--- config.mk ---
export PLATFORM = sky130hd
export DESIGN_NAME = exu_entry
export DESIGN_NICKNAME = d
export VERILOG_FILES = /design/src/include/exu_pkg.sv /design/src/logic/exu_prio.sv /design/src/logic/exu_regdec.sv /design/src/logic/exu_entry.sv
export VERILOG_INCLUDE_DIRS = /design/src /design/src/include
export SDC_FILE = /design/constraint.sdc
export NUM_CORES = 1
export LEC_CHECK = 0
export ABC_AREA = 1
export BUFFER_PORTS_ARGS = -buffer_cell sky130_fd_sc_hd__buf_2
export CAP_MARGIN = 40
export CORE_AREA = 2 2 181 183
export DETAILED_ROUTE_END_ITERATION = 16
export DIE_AREA = 0 0 183 185
export MAX_ROUTING_LAYER = met4
export PLACE_DENSITY_LB_ADDON = 0.05
export RECOVER_POWER = 50
export SETUP_SLACK_MARGIN = 0.5
export SYNTH_ARGS = -nofsm -noshare
export SYNTH_HDL_FRONTEND = slang
export SYNTH_HIERARCHICAL = 1
export SYNTH_SLANG_ARGS = --single-unit
--- constraint.sdc ---
create_clock -name i_ref_clk -period 3.1 [get_ports i_ref_clk]
set_clock_uncertainty 0.2 [all_clocks]
set_input_delay 0.775 -clock i_ref_clk [delete_from_list [all_inputs] [get_ports i_ref_clk]]
set_output_delay 0.775 -clock i_ref_clk [all_outputs]
set_load 0.05 [all_outputs]
--- src/include/exu_map.svh ---
`ifndef EXU_MAP_SVH
`define EXU_MAP_SVH

// Register addresses, control region and physical window
`define EXU_CTRL_TRA     32'hff000020
`define EXU_CTRL_EXP     32'hff000024
`define EXU_CTRL_INT     32'hff000028
`define EXU_PHYS_TRA     32'h1f000020
`define EXU_PHYS_EXP     32'h1f000024
`define EXU_PHYS_INT     32'h1f000028

// Reset values, fixed vector and vector offsets
`define EXU_EXP_POR      12'h000
`define EXU_EXP_MAN      12'h020
`define EXU_RESET_VEC    32'ha0000000
`define EXU_OFS_GEN      32'h00000100
`define EXU_OFS_TLB      32'h00000400

// Event codes
`define EXU_C_MHIT       12'h140
`define EXU_C_BRK        12'h1e0
`define EXU_C_IADR       12'h0e0
`define EXU_C_ITLB       12'h040
`define EXU_C_IPROT      12'h0a0
`define EXU_C_ILL        12'h180
`define EXU_C_SILL       12'h1a0
`define EXU_C_FPUD       12'h800
`define EXU_C_SFPUD      12'h820
`define EXU_C_TRAP       12'h160
`define EXU_C_DADR_R     12'h0e0
`define EXU_C_DADR_W     12'h100
`define EXU_C_DTLB_R     12'h040
`define EXU_C_DTLB_W     12'h060
`define EXU_C_DPROT_R    12'h0a0
`define EXU_C_DPROT_W    12'h0c0
`define EXU_C_FPU        12'h120
`define EXU_C_IPW        12'h080

// Status word bit positions
`define EXU_SR_FD        15
`define EXU_SR_BL        28
`define EXU_SR_RB        29
`define EXU_SR_MD        30

`endif

--- src/include/exu_pkg.sv ---
package exu_pkg;

  // Event source indexes, in request vector order
  typedef enum logic [4:0] {
    EXU_EV_POR   = 5'h00,
    EXU_EV_MAN   = 5'h01,
    EXU_EV_IMHIT = 5'h02,
    EXU_EV_DMHIT = 5'h03,
    EXU_EV_BRKB  = 5'h04,
    EXU_EV_IADR  = 5'h05,
    EXU_EV_ITLB  = 5'h06,
    EXU_EV_IPROT = 5'h07,
    EXU_EV_ILL   = 5'h08,
    EXU_EV_SILL  = 5'h09,
    EXU_EV_FPUD  = 5'h0a,
    EXU_EV_SFPUD = 5'h0b,
    EXU_EV_TRAP  = 5'h0c,
    EXU_EV_DADR  = 5'h0d,
    EXU_EV_DTLB  = 5'h0e,
    EXU_EV_DPROT = 5'h0f,
    EXU_EV_FPU   = 5'h10,
    EXU_EV_IPW   = 5'h11,
    EXU_EV_BRKA  = 5'h12
  } exu_ev_e;

  localparam int EXU_NEV = 19;

  typedef enum logic [2:0] {
    EXU_ST_IDLE  = 3'b001,
    EXU_ST_ENTRY = 3'b010,
    EXU_ST_BRANCH = 3'b100
  } exu_st_e;

endpackage : exu_pkg

--- src/logic/exu_prio.sv ---
`timescale 1ns/10ps
`include "exu_map.svh"

// Picks the winning event; request vector is already in rank order
module exu_prio
  import exu_pkg::*;
#(
  parameter int NEV = EXU_NEV
)
(
  input  wire logic [NEV-1:0] i_req,
  input  wire logic           i_write,
  output logic                o_any,
  output logic [4:0]          o_idx,
  output logic [11:0]         o_code,
  output logic                o_fixed,
  output logic                o_reset,
  output logic [31:0]         o_ofs
);

  logic [4:0] idx;

  // Lowest level then lowest order wins
  always_comb
  begin
    idx = 5'h00;
    for (int k = NEV - 1; k >= 0; k--)
    begin
      if (i_req[k])
      begin
        idx = 5'(k); // RL23
      end
    end
  end

  assign o_any   = |i_req;
  assign o_idx   = idx;
  assign o_reset = (idx == EXU_EV_POR) || (idx == EXU_EV_MAN);
  assign o_fixed = idx <= EXU_EV_DMHIT; // RL11 RL13 RL14
  assign o_ofs   = ((idx == EXU_EV_ITLB) || (idx == EXU_EV_DTLB)) ?
                   `EXU_OFS_TLB : `EXU_OFS_GEN; // RL12 RL16 RL19

  always_comb
  begin
    case (idx)
      EXU_EV_POR:   o_code = `EXU_EXP_POR; // RL4
      EXU_EV_MAN:   o_code = `EXU_EXP_MAN;
      EXU_EV_IMHIT: o_code = `EXU_C_MHIT; // RL13
      EXU_EV_DMHIT: o_code = `EXU_C_MHIT; // RL14
      EXU_EV_BRKB:  o_code = `EXU_C_BRK; // RL15
      EXU_EV_IADR:  o_code = `EXU_C_IADR; // RL16
      EXU_EV_ITLB:  o_code = `EXU_C_ITLB;
      EXU_EV_IPROT: o_code = `EXU_C_IPROT;
      EXU_EV_ILL:   o_code = `EXU_C_ILL; // RL17
      EXU_EV_SILL:  o_code = `EXU_C_SILL;
      EXU_EV_FPUD:  o_code = `EXU_C_FPUD;
      EXU_EV_SFPUD: o_code = `EXU_C_SFPUD;
      EXU_EV_TRAP:  o_code = `EXU_C_TRAP; // RL22
      EXU_EV_DADR:  o_code = i_write ? `EXU_C_DADR_W : `EXU_C_DADR_R; // RL18
      EXU_EV_DTLB:  o_code = i_write ? `EXU_C_DTLB_W : `EXU_C_DTLB_R; // RL19
      EXU_EV_DPROT: o_code = i_write ? `EXU_C_DPROT_W : `EXU_C_DPROT_R; // RL20
      EXU_EV_FPU:   o_code = `EXU_C_FPU; // RL21
      EXU_EV_IPW:   o_code = `EXU_C_IPW;
      EXU_EV_BRKA:  o_code = `EXU_C_BRK; // RL22
      default:      o_code = `EXU_EXP_POR;
    endcase
  end

endmodule : exu_prio

--- src/logic/exu_regdec.sv ---
`timescale 1ns/10ps
`include "exu_map.svh"

// Decodes an address at both its control and physical aliases
module exu_regdec
  import exu_pkg::*;
(
  input  wire logic [31:0] i_addr,
  output logic             o_hit_tra,
  output logic             o_hit_exp,
  output logic             o_hit_int
);

  function automatic logic hit2(input logic [31:0] a,
                                input logic [31:0] c,
                                input logic [31:0] p);
    hit2 = (a == c) || (a == p);
  endfunction : hit2

  assign o_hit_tra = hit2(i_addr, `EXU_CTRL_TRA, `EXU_PHYS_TRA); // RL5
  assign o_hit_exp = hit2(i_addr, `EXU_CTRL_EXP, `EXU_PHYS_EXP); // RL5
  assign o_hit_int = hit2(i_addr, `EXU_CTRL_INT, `EXU_PHYS_INT); // RL5

endmodule : exu_regdec

--- src/logic/exu_entry.sv ---
`timescale 1ns/10ps
`include "exu_map.svh"

// Notes on behaviour
// RL1: Event register holds 12-bit code; hardware loads, software writes.
// RL2: Interrupt register holds 12-bit code; loaded on interrupt, writable.
// RL3: Trap loads its 8-bit immediate into trap register; writable.
// RL4: Power-on clears exception code; manual reset loads hex 20.
// RL5: Registers decoded at control and physical aliases, 32-bit words.
// RL6: Entry saves program counter, status word and register fifteen.
// RL7: Entry sets block, privilege and bank bits of the status word.
// RL8: Reset events alone clear the fpu disable bit.
// RL9: Entry writes code into bits 11..0 of event register, then branches.
// RL10: Return restores program counter and status, not register fifteen.
// RL11: Reset-category events branch to fixed address a0000000.
// RL12: Other events branch to vector base plus event offset; breakpoints with i_brk_debug set branch to i_debug_base instead.
// RL13: Instruction multiple-hit: level 1 order 3, code 140, fixed vector.
// RL14: Data multiple-hit: level 1 order 4, code 140, fixed vector.
// RL15: Breakpoint before execution: level 2 order 0, code 1e0.
// RL16: Instruction address error, miss, protection at orders 1, 2, 3.
// RL17: Illegal and fpu-disable events: level 2 order 4, offset 100.
// RL18: Data address error order 5, code 0e0 read, 100 write.
// RL19: Data miss order 6, offset 400, code 040 read, 060 write.
// RL20: Data protection order 7, code 0a0 read, 0c0 write.
// RL21: Fpu exception order 8 code 120; page write order 9 code 080.
// RL22: Trap order 4 code 160; breakpoint after execution order 10.
// RL23: Lowest level then lowest order wins among pending events.
module exu_entry
  import exu_pkg::*;
#(
  parameter int NEV = EXU_NEV
)
(
  input  wire logic           i_ref_clk,
  input  wire logic           i_rst,
  input  wire logic [NEV-1:0] i_ev_req,
  input  wire logic           i_ev_write,
  input  wire logic           i_brk_debug,
  input  wire logic [7:0]     i_trap_imm,
  input  wire logic           i_irq_req,
  input  wire logic [11:0]    i_irq_code,
  input  wire logic [31:0]    i_pc,
  input  wire logic [31:0]    i_status_word,
  input  wire logic [31:0]    i_general_reg_fifteen,
  input  wire logic [31:0]    i_vector_base,
  input  wire logic [31:0]    i_debug_base,
  input  wire logic           i_rte,
  input  wire logic           i_reg_rd,
  input  wire logic           i_reg_wr,
  input  wire logic [31:0]    i_reg_addr,
  input  wire logic [31:0]    i_reg_wdata,
  output logic [31:0]         o_reg_rdata,
  output logic                o_reg_ack,
  output logic                o_entry_busy,
  output logic                o_branch,
  output logic [31:0]         o_branch_addr,
  output logic [31:0]         o_status_word,
  output logic                o_status_load,
  output logic [31:0]         o_saved_program_counter,
  output logic [31:0]         o_saved_status,
  output logic [31:0]         o_saved_general_reg
);

  //////////////////////////////////////////////////////////////////////////
  // Registers
  exu_st_e     st_q;
  logic [11:0] exp_q;
  logic [11:0] int_q;
  logic [7:0]  tra_q;
  logic [31:0] spc_q;
  logic [31:0] ssr_q;
  logic [31:0] sgr_q;
  logic [31:0] sr_q;
  logic        srl_q;
  logic        br_q;
  logic [31:0] bra_q;
  logic [31:0] rdat_q;
  logic        ack_q;
  logic        busy_q;
  logic        isirq_q;
  logic        isrst_q;
  logic        fix_q;
  logic        dbg_q;
  logic [11:0] code_q;
  logic [31:0] ofs_q;

  //////////////////////////////////////////////////////////////////////////
  // Priority and decode
  logic        any_w;
  logic [4:0]  idx_w;
  logic [11:0] code_w;
  logic        fix_w;
  logic        rst_w;
  logic [31:0] ofs_w;
  logic        hit_tra;
  logic        hit_exp;
  logic        hit_int;

  exu_prio #(.NEV(NEV)) u_prio (
    .i_req   (i_ev_req),
    .i_write (i_ev_write),
    .o_any   (any_w),
    .o_idx   (idx_w),
    .o_code  (code_w),
    .o_fixed (fix_w),
    .o_reset (rst_w),
    .o_ofs   (ofs_w)
  );

  exu_regdec u_dec (
    .i_addr    (i_reg_addr),
    .o_hit_tra (hit_tra),
    .o_hit_exp (hit_exp),
    .o_hit_int (hit_int)
  );

  wire idle_w   = st_q == EXU_ST_IDLE;
  wire take_ev  = idle_w && any_w;
  wire take_irq = idle_w && !any_w && i_irq_req;
  wire trap_w   = take_ev && (idx_w == EXU_EV_TRAP);
  wire brk_w    = (idx_w == EXU_EV_BRKB) || (idx_w == EXU_EV_BRKA);
  wire wr_tra   = i_reg_wr && hit_tra;
  wire wr_exp   = i_reg_wr && hit_exp;
  wire wr_int   = i_reg_wr && hit_int;

  // Status word with entry bits applied
  wire [31:0] sr_set = ssr_q | (32'h1 << `EXU_SR_BL)
                     | (32'h1 << `EXU_SR_MD) | (32'h1 << `EXU_SR_RB); // RL7
  wire [31:0] sr_ent = isrst_q ? (sr_set & ~(32'h1 << `EXU_SR_FD))
                               : sr_set; // RL8

  wire [31:0] vec_w = fix_q ? `EXU_RESET_VEC : // RL11
                      dbg_q ? i_debug_base : // RL15
                      i_vector_base + ofs_q; // RL12

  wire [31:0] rd_w = hit_tra ? {24'h0, tra_q} :
                     hit_exp ? {20'h0, exp_q} :
                     hit_int ? {20'h0, int_q} : 32'h0;

  //////////////////////////////////////////////////////////////////////////
  // Sequencer
  always_ff @(posedge i_ref_clk)
  begin
    if (i_rst)
    begin
      st_q    <= EXU_ST_IDLE;
      busy_q  <= 1'b0;
      isirq_q <= 1'b0;
      isrst_q <= 1'b0;
      fix_q   <= 1'b0;
      dbg_q   <= 1'b0;
      code_q  <= 12'h0;
      ofs_q   <= 32'h0;
    end
    else
    begin
      case (st_q)
        EXU_ST_IDLE:
        begin
          if (take_ev || take_irq)
          begin
            st_q    <= EXU_ST_ENTRY;
            busy_q  <= 1'b1;
            isirq_q <= take_irq;
            isrst_q <= take_ev && rst_w;
            fix_q   <= take_ev && fix_w;
            dbg_q   <= take_ev && brk_w && i_brk_debug;
            code_q  <= take_ev ? code_w : i_irq_code;
            ofs_q   <= ofs_w;
          end
        end
        EXU_ST_ENTRY:  st_q <= EXU_ST_BRANCH;
        EXU_ST_BRANCH:
        begin
          st_q   <= EXU_ST_IDLE;
          busy_q <= 1'b0;
        end
        default:
        begin
          st_q   <= EXU_ST_IDLE;
          busy_q <= 1'b0;
        end
      endcase
    end
  end

  //////////////////////////////////////////////////////////////////////////
  // State save and branch
  always_ff @(posedge i_ref_clk)
  begin
    if (i_rst)
    begin
      spc_q <= 32'h0;
      ssr_q <= 32'h0;
      sgr_q <= 32'h0;
      sr_q  <= 32'h0;
      srl_q <= 1'b0;
      br_q  <= 1'b0;
      bra_q <= 32'h0;
    end
    else
    begin
      srl_q <= 1'b0;
      br_q  <= 1'b0;
      if (take_ev || take_irq)
      begin
        spc_q <= i_pc; // RL6
        ssr_q <= i_status_word; // RL6
        sgr_q <= i_general_reg_fifteen; // RL6
      end
      if (st_q == EXU_ST_ENTRY)
      begin
        sr_q  <= sr_ent; // RL7
        srl_q <= 1'b1;
      end
      else if (st_q == EXU_ST_BRANCH)
      begin
        br_q  <= 1'b1; // RL9
        bra_q <= vec_w;
      end
      else if (i_rte)
      begin
        sr_q  <= ssr_q; // RL10
        srl_q <= 1'b1;
        br_q  <= 1'b1;
        bra_q <= spc_q; // RL10
      end
    end
  end

  //////////////////////////////////////////////////////////////////////////
  // Event registers; hardware load wins over a same-cycle write
  always_ff @(posedge i_ref_clk)
  begin
    if (i_rst)
    begin
      exp_q <= `EXU_EXP_POR; // RL4
      int_q <= 12'h0;
      tra_q <= 8'h0;
    end
    else
    begin
      if (st_q == EXU_ST_ENTRY && !isirq_q)
        exp_q <= code_q; // RL1 RL9
      else if (wr_exp)
        exp_q <= i_reg_wdata[11:0]; // RL1
      if (st_q == EXU_ST_ENTRY && isirq_q)
        int_q <= code_q; // RL2 RL9
      else if (wr_int)
        int_q <= i_reg_wdata[11:0]; // RL2
      if (trap_w)
        tra_q <= i_trap_imm; // RL3
      else if (wr_tra)
        tra_q <= i_reg_wdata[7:0]; // RL3
    end
  end

  //////////////////////////////////////////////////////////////////////////
  // Register read port
  always_ff @(posedge i_ref_clk)
  begin
    if (i_rst)
    begin
      rdat_q <= 32'h0;
      ack_q  <= 1'b0;
    end
    else
    begin
      ack_q  <= i_reg_rd || i_reg_wr;
      rdat_q <= i_reg_rd ? rd_w : 32'h0; // RL5
    end
  end

  assign o_reg_rdata             = rdat_q;
  assign o_reg_ack               = ack_q;
  assign o_entry_busy            = busy_q;
  assign o_branch                = br_q;
  assign o_branch_addr           = bra_q;
  assign o_status_word           = sr_q;
  assign o_status_load           = srl_q;
  assign o_saved_program_counter = spc_q;
  assign o_saved_status          = ssr_q;
  assign o_saved_general_reg     = sgr_q;
endmodule : exu_entry

==> results.toml, run 1 <==
[critical_path]
cp_max_fo = 74
timing.setup.critical_path_class = "primary input to register"
crit_arrival_ns = 2.96
worstPathRequired_ns = 3.37
crit_path_end_kind = "register"
crit_path_start_kind = "primary input"

[sta]
finalHoldViolCount = 0
final.min_clock_period_ns = 2.69
worst_slew_pin_slew_ns = 1.20
slew_violations = 0
setup_ws_ns = 0.411
period_share_pct = 86.7
fmax_mhz = 372
relSlewSlack_pct = 19.7
finalSetupViolations = 0
rsz0062_at_grt = "true"

[clock_tree]
clock_latency_ns = 0.55
cts_buffers = 29
cts-root-buf = "clkbuf_16"
clockBufferDepth = 3
cts_tree = "done"
cts_sinks = 259
clk_pin_slew_ns = 0.06
h-tree-depth = 1

[logic_synthesis]
synth-seq-area-share_pct = 38.5
ys.flop_type = "dfxtp_1"
synth_top_area_cell = "dfxtp_1"
syn_inst = 2027
synth.top_cell.area_share_pct = 38.5
synth_edf_count = 0
ys_warn_count = 6
synth.distinct_cells = 51
syn_avg_cell_area_sq_um = 6.64
async_reset_ff_share_pct = 0
synth.cell_area_sq_um = 13500
synth.top_cells.by_area = "dfxtp_1 39%, nor2_1 13%, nand2_1 9.6%, o21ai_0 8.9%, a21oi_1 5.2%"
synth-seq-cells = 259

[floorplanning]
core_area_sq_um = 32000
initial_core_util_pct = 42.0
die_w_um = 183
dieArea_sq_um = 33900
num_rows = 66
die_h_um = 185
pin_count = 467

[routing]
wl_um = 48200
viasPerCell = 4.88
vias = 14000
ant_nets = 0
drt_iter0_drc = 745
wl_per_cell_um = 16.8
route.detailed.drc = 0
drt-pass1-iter-count = 5

[grt]
antenna_found_initial = 12
grt_usage_pct = 27.8
grt_overflow = 0
grt_pass1_wl_um = 71800
first_global_vias = 13000
grt_start_max_net_pins = 93

[placed_design]
numPortBuffers = 426
gp_congestion = 0.941
hpwl_um = 36100
place_area_sq_um = 15900
dp_cells = 2805
dp_slack_ns = -0.0413

[power]
power_density_nw_per_um2 = 988
peakVddDrop_mv = 0.682
fin_total_pwr_uw = 16600
p_leak_uw = 0.00814

[outcome]
status = "finished clean"

[layout]
num-fill-cells = 3397
nets = 2739
final_area_sq_um = 16800
areaGrowthSynthToFinish_pct = 24.6
multiInputGateArea_sq_um = 6920
drive_gt1_share_pct = 16.2
ff_latch_area_sq_um = 5180
post-route-util_pct = 52.4
layoutNonFillerInstCount = 2875

[worst_hold_path]
min_path_type = "primary input to register"

[run]
cap_violations = 0
## metal layers
metal	up-vias	track usage [%]	share of wire, %
li1	7221	-	-
met1	6232	33.2	43
met2	485	46.5	46
met3	97	5.64	6.9
met4	0	10.4	4.2
met5	-	-	0
## timing repair
action / CTS / global route
setup endpoints to repair: 0 / 127
gates resized for setup: 0 / 15
hold buffers: 0 / 0
buffers inserted: 0 / 6
## cell type report
type	instances	area share [%]
antenna	10	0.149
clock buffer	45	5.34
inverter	184	4.25
timing repair buffer	476	14.6
sequential	259	30.9
tap	408	3.04
multi-input combinational	1486	41.2
clock inverter	7	0.530
## critical path, cell delays in order
cell and delay [ns]:
clkbuf_1 0.36, inv_6 0.53, clkbuf_2 0.83, o21ai_0 0.24, a21oi_1 0.18
## cell usage in the layout, fill, tap and decap left out, types with 11 or more instances in the layout
master | Yosys | final
clkbuf_1 | 59 | 176
conb_1 | 2 | 57
buf_4 | 57 | 37
clkbuf_8 | 0 | 11
o21ai_1 | 48 | 49
dfxtp_1 | 259 | 259
inv_1 | 171 | 169
o21ai_0 | 240 | 239
xor2_1 | 14 | 14
a21oi_1 | 140 | 141
nand2_1 | 344 | 343
nor2_1 | 456 | 455
buf_2 | 26 | 254
ha_1 | 31 | 31
a31oi_1 | 12 | 12
clkbuf_16 | 0 | 31
nand3_1 | 71 | 71
## stage by stage
stage               hold WS, ns  TNS [ns]
floorplan                 0.236         0
global placement          0.248    -0.107
detailed placement        0.249    -0.266
CTS                       0.234         0
global route              0.250         0
finish                    0.249         0
## final timing paths
kind,depth (start not counted),from,slack [ns],end
worst min-delay path,3,i_status_word[29],0.25,o_saved_status[29]
worst min register to register,2,exp_q[10],0.25,o_reg_rdata[10]
worst max register to register,10,st_q[2],0.63,o_branch_addr[29]
worst max-delay path,5,i_rst,0.41,exp_q[0]
## cells by family (layout without fill, tap and decap cells)
family / count (synthesis) / count (layout) / share of synthesized area [%]
AOI/OAI and AO/OA: 460 / 460 / 17.6
xor gates and xnor gates: 16 / 16 / 1.04
adders and majority gates: 32 / 32 / 3.03
buffers and inverters: 337 / 712 / 11.7
DFF: 259 / 259 / 38.5
other: 2 / 67 / 0.0558
and+or+nand+nor: 921 / 921 / 28.0
## power breakdown
part	total [uW]	switching (uW)	internal, uW
combinational	8100	6100	2000
clock	3530	1400	2130
sequential	4930	624	4310
## synth_stat cells (5+ instances only)
| cell | count |
|---|---|
| nor2_1 | 456 |
| nand2_1 | 344 |
| dfxtp_1 | 259 |
| o21ai_0 | 240 |
| inv_1 | 171 |
| a21oi_1 | 140 |
| nand3_1 | 71 |
| clkbuf_1 | 59 |
| buf_4 | 57 |
| o21ai_1 | 48 |
| ha_1 | 31 |
| buf_2 | 26 |
| xor2_1 | 14 |
| a31oi_1 | 12 |
| inv_2 | 10 |
| buf_6 | 8 |
| nand4_1 | 8 |
| nor3_1 | 8 |
| o21bai_1 | 7 |
| nand2_2 | 5 |
| o22ai_1 | 5 |
No activity file was read; power rests on OpenSTA's default activity.
==> inputs of run 2 (changes only) <==
--- a/config.mk
+++ b/config.mk
@@ -6,12 +6,10 @@
 export SDC_FILE = /design/constraint.sdc
 export NUM_CORES = 1
 export LEC_CHECK = 0
-export ABC_AREA = 1
 export BUFFER_PORTS_ARGS = -buffer_cell sky130_fd_sc_hd__buf_2
 export CAP_MARGIN = 40
-export CORE_AREA = 2 2 181 183
+export CORE_UTILIZATION = 30
 export DETAILED_ROUTE_END_ITERATION = 16
-export DIE_AREA = 0 0 183 185
 export MAX_ROUTING_LAYER = met4
 export PLACE_DENSITY_LB_ADDON = 0.05
 export RECOVER_POWER = 50
==> results.toml, run 2 <==
[critical_path]
reg2reg_depth = 11
r2r_start = "ofs_q[14]"
crit_path_end_kind = "register"
cp_max_fo = 78
cp_slowest_stage_delay_ns = 1.35
worstPathRequired_ns = 3.25
r2r-end = "o_branch_addr[31]"
crit_arrival_ns = 2.82
worstPathCellList = "clkbuf_8, clkbuf_2, nor2_1"
timing.setup.critical_path_class = "primary input to register"
cp-startpoint = "i_rst"
cpMaxStageDelayCell = "clkbuf_2"
rrSetupSlack_ns = 0.53
crit_path_start_kind = "primary input"
crit_end = "o_reg_ack"

[logic_synthesis]
ys_warn_count = 6
syn_avg_cell_area_sq_um = 7.60
syn_inst = 1683
synth_top_area_cell = "dfxtp_1"
yosysMostFrequentCell = "nand2_1"
synth-seq-cells = 259
synth_edf_count = 0
synthTopCellsByCount = "420 x nand2_1, 259 x dfxtp_1, 233 x a21oi_1"
ys.flop_type = "dfxtp_1"
synth.top_cells.by_area = "dfxtp_1 41%, nand2_1 12%, a21oi_1 9.1%, nor2_1 4.4%, buf_4 3.3%"
synth-seq-area-share_pct = 40.5
synth.top_cell.area_share_pct = 40.5
async_reset_ff_share_pct = 0
synth.distinct_cells = 78
synth.cell_area_sq_um = 12800

[sta]
fmax_mhz = 374
relSlewSlack_pct = -20.2
timing.hold.ws_ns = 0.228
finalSetupViolations = 0
final.min_clock_period_ns = 2.67
period_share_pct = 86.3
finalHoldViolCount = 0
slew_violations = 79
worst_slew_pin_slew_ns = 1.80
rsz0062_at_grt = "true"

[layout]
layout_common_cells = "417 x nand2_1, 262 x buf_2, 254 x dfxtp_1, 221 x a21oi_1, 173 x clkbuf_1"
areaGrowthSynthToFinish_pct = 32.7
layout_commonest_cell = "nand2_1"
nets = 2417
drive_gt1_share_pct = 22.9
final_area_sq_um = 17000
num-fill-cells = 4533

[power]
power_density_nw_per_um2 = 904
p_leak_uw = 0.00704
peakVddDrop_mv = 0.541

[placed_design]
hpwl_um = 34900
place_area_sq_um = 15900
gp_congestion = 0.885
numPortBuffers = 426

[grt]
antenna_found_initial = 13
first_global_vias = 12800
grt_overflow = 0
grt_usage_pct = 21.9
grt_start_max_net_pins = 99
grt_pass1_wl_um = 72800

[outcome]
violations = "max-capacitance violations, max-slew violations"
status = "complete, but fails checks"

[routing]
route.detailed.drc = 0
vias = 13000
viasPerCell = 4.82
wl_um = 47500
drt-pass1-iter-count = 5
drt_iter0_drc = 607
wl_per_cell_um = 17.7
ant_nets = 0

[worst_hold_path]
min_path_type = "primary input to register"
min_from = "i_general_reg_fifteen[12]"

[clock_tree]
hold_buffers = 0
clock_latency_ns = 0.58
clk_pin_slew_ns = 0.06
cts_buffers = 31
cts-root-buf = "clkbuf_16"
clockBufferDepth = 3
h-tree-depth = 1
cts_sinks = 259
cts_tree = "done"

[run]
cap_violations = 1

[floorplanning]
initial_core_util_pct = 30.4
die_w_um = 209
pin_count = 467
core_area_sq_um = 42000
die_h_um = 209
dieArea_sq_um = 43500
num_rows = 75
==> run 2: changes by cell type after synthesis, moves of 34 or more <==
cell / delta
nor3_1: +36
nor2_1: -305
a311oi_1: +34
clkbuf_1: +34
inv_1: -159
nand2_1: +76
a21oi_1: +93
o21ai_0: -196
o21ai_1: -44
==> run 2: final cells by class <==
cell class | count | area [sq um] | share of cell area [%]
Sequential cell | 259 | 5190 | 30.6
Clock inverter | 8 | 144 | 0.847
Clock buffer | 47 | 916 | 5.39
Inverter | 15 | 57.6 | 0.339
Antenna cell | 14 | 35.0 | 0.206
Multi-Input combinational cell | 1291 | 7270 | 42.8
Tap cell | 539 | 674 | 3.97
Timing Repair Buffer | 516 | 2700 | 15.9
==> run 2: cells by family after synthesis <==
| family | share of synthesized area (%) |
|---|---|
| simple gates | 24.0 |
| other cells | 0.0587 |
| xor+xnor | 1.71 |
| buf+inv | 7.67 |
| mux | 1.73 |
| compound gates | 21.1 |
| fa+ha+maj | 3.19 |
| flops | 40.5 |
==> run 2: routing by layer <==
layer	up-vias	global-route usage, %	wire (um)
met4	0	5.08	1150
met5	-	-	0
met3	59	6.25	3450
met2	366	35.8	21800
li1	6583	-	-
met1	5964	26.5	21100
==> run 2: worst min-delay path by stage <==
stage | to | slack (ns) | cells after the start
2_1_floorplan | ofs_q[10] | 0.24 | 2
3_3_place_gp | o_status_word[26] | 0.24 | 2
3_5_place_dp | o_saved_general_reg[9] | 0.24 | 2
4_1_cts | o_saved_general_reg[30] | 0.20 | 3
5_1_grt | o_saved_program_counter[8] | 0.21 | 3
6_report | o_saved_general_reg[12] | 0.23 | 3
==> run 2: where the power goes <==
part	switching, uW	total (uW)	internal (uW)
registers	573	4670	4100
logic	4850	6860	2020
clock network	1470	3820	2350
==> run 2: repair_timing <==
action	in CTS	in global routing
endpoints found under the setup margin	9	22
setup buffers	0	4
gates resized for setup	13	26
pin swaps	15	17
==> run 2: stage by stage <==
| stage | utilization [%] | std cells | setup TNS, ns | setup WS, ns | total power [uW] |
|---|---|---|---|---|---|
| after floorplan | - | 1738 | 0 | 0.106 | 9530 |
| after global placement | 37.9 | 2615 | -1.07 | -0.196 | 11600 |
| after detailed placement | 37.9 | 2616 | -1.22 | -0.212 | 11700 |
| after CTS | 40.6 | 2671 | 0 | 0.476 | 15600 |
| after global routing | 40.4 | 2687 | 0 | 0.258 | 16300 |
| final | 40.4 | 2689 | 0 | 0.426 | 15400 |
==> run 2: worst max-delay path: cells and delay by family <==
kind,cells,cell delay (ns)
buffers and inverters,2,1.70
AND/OR/NAND/NOR,1,0.26
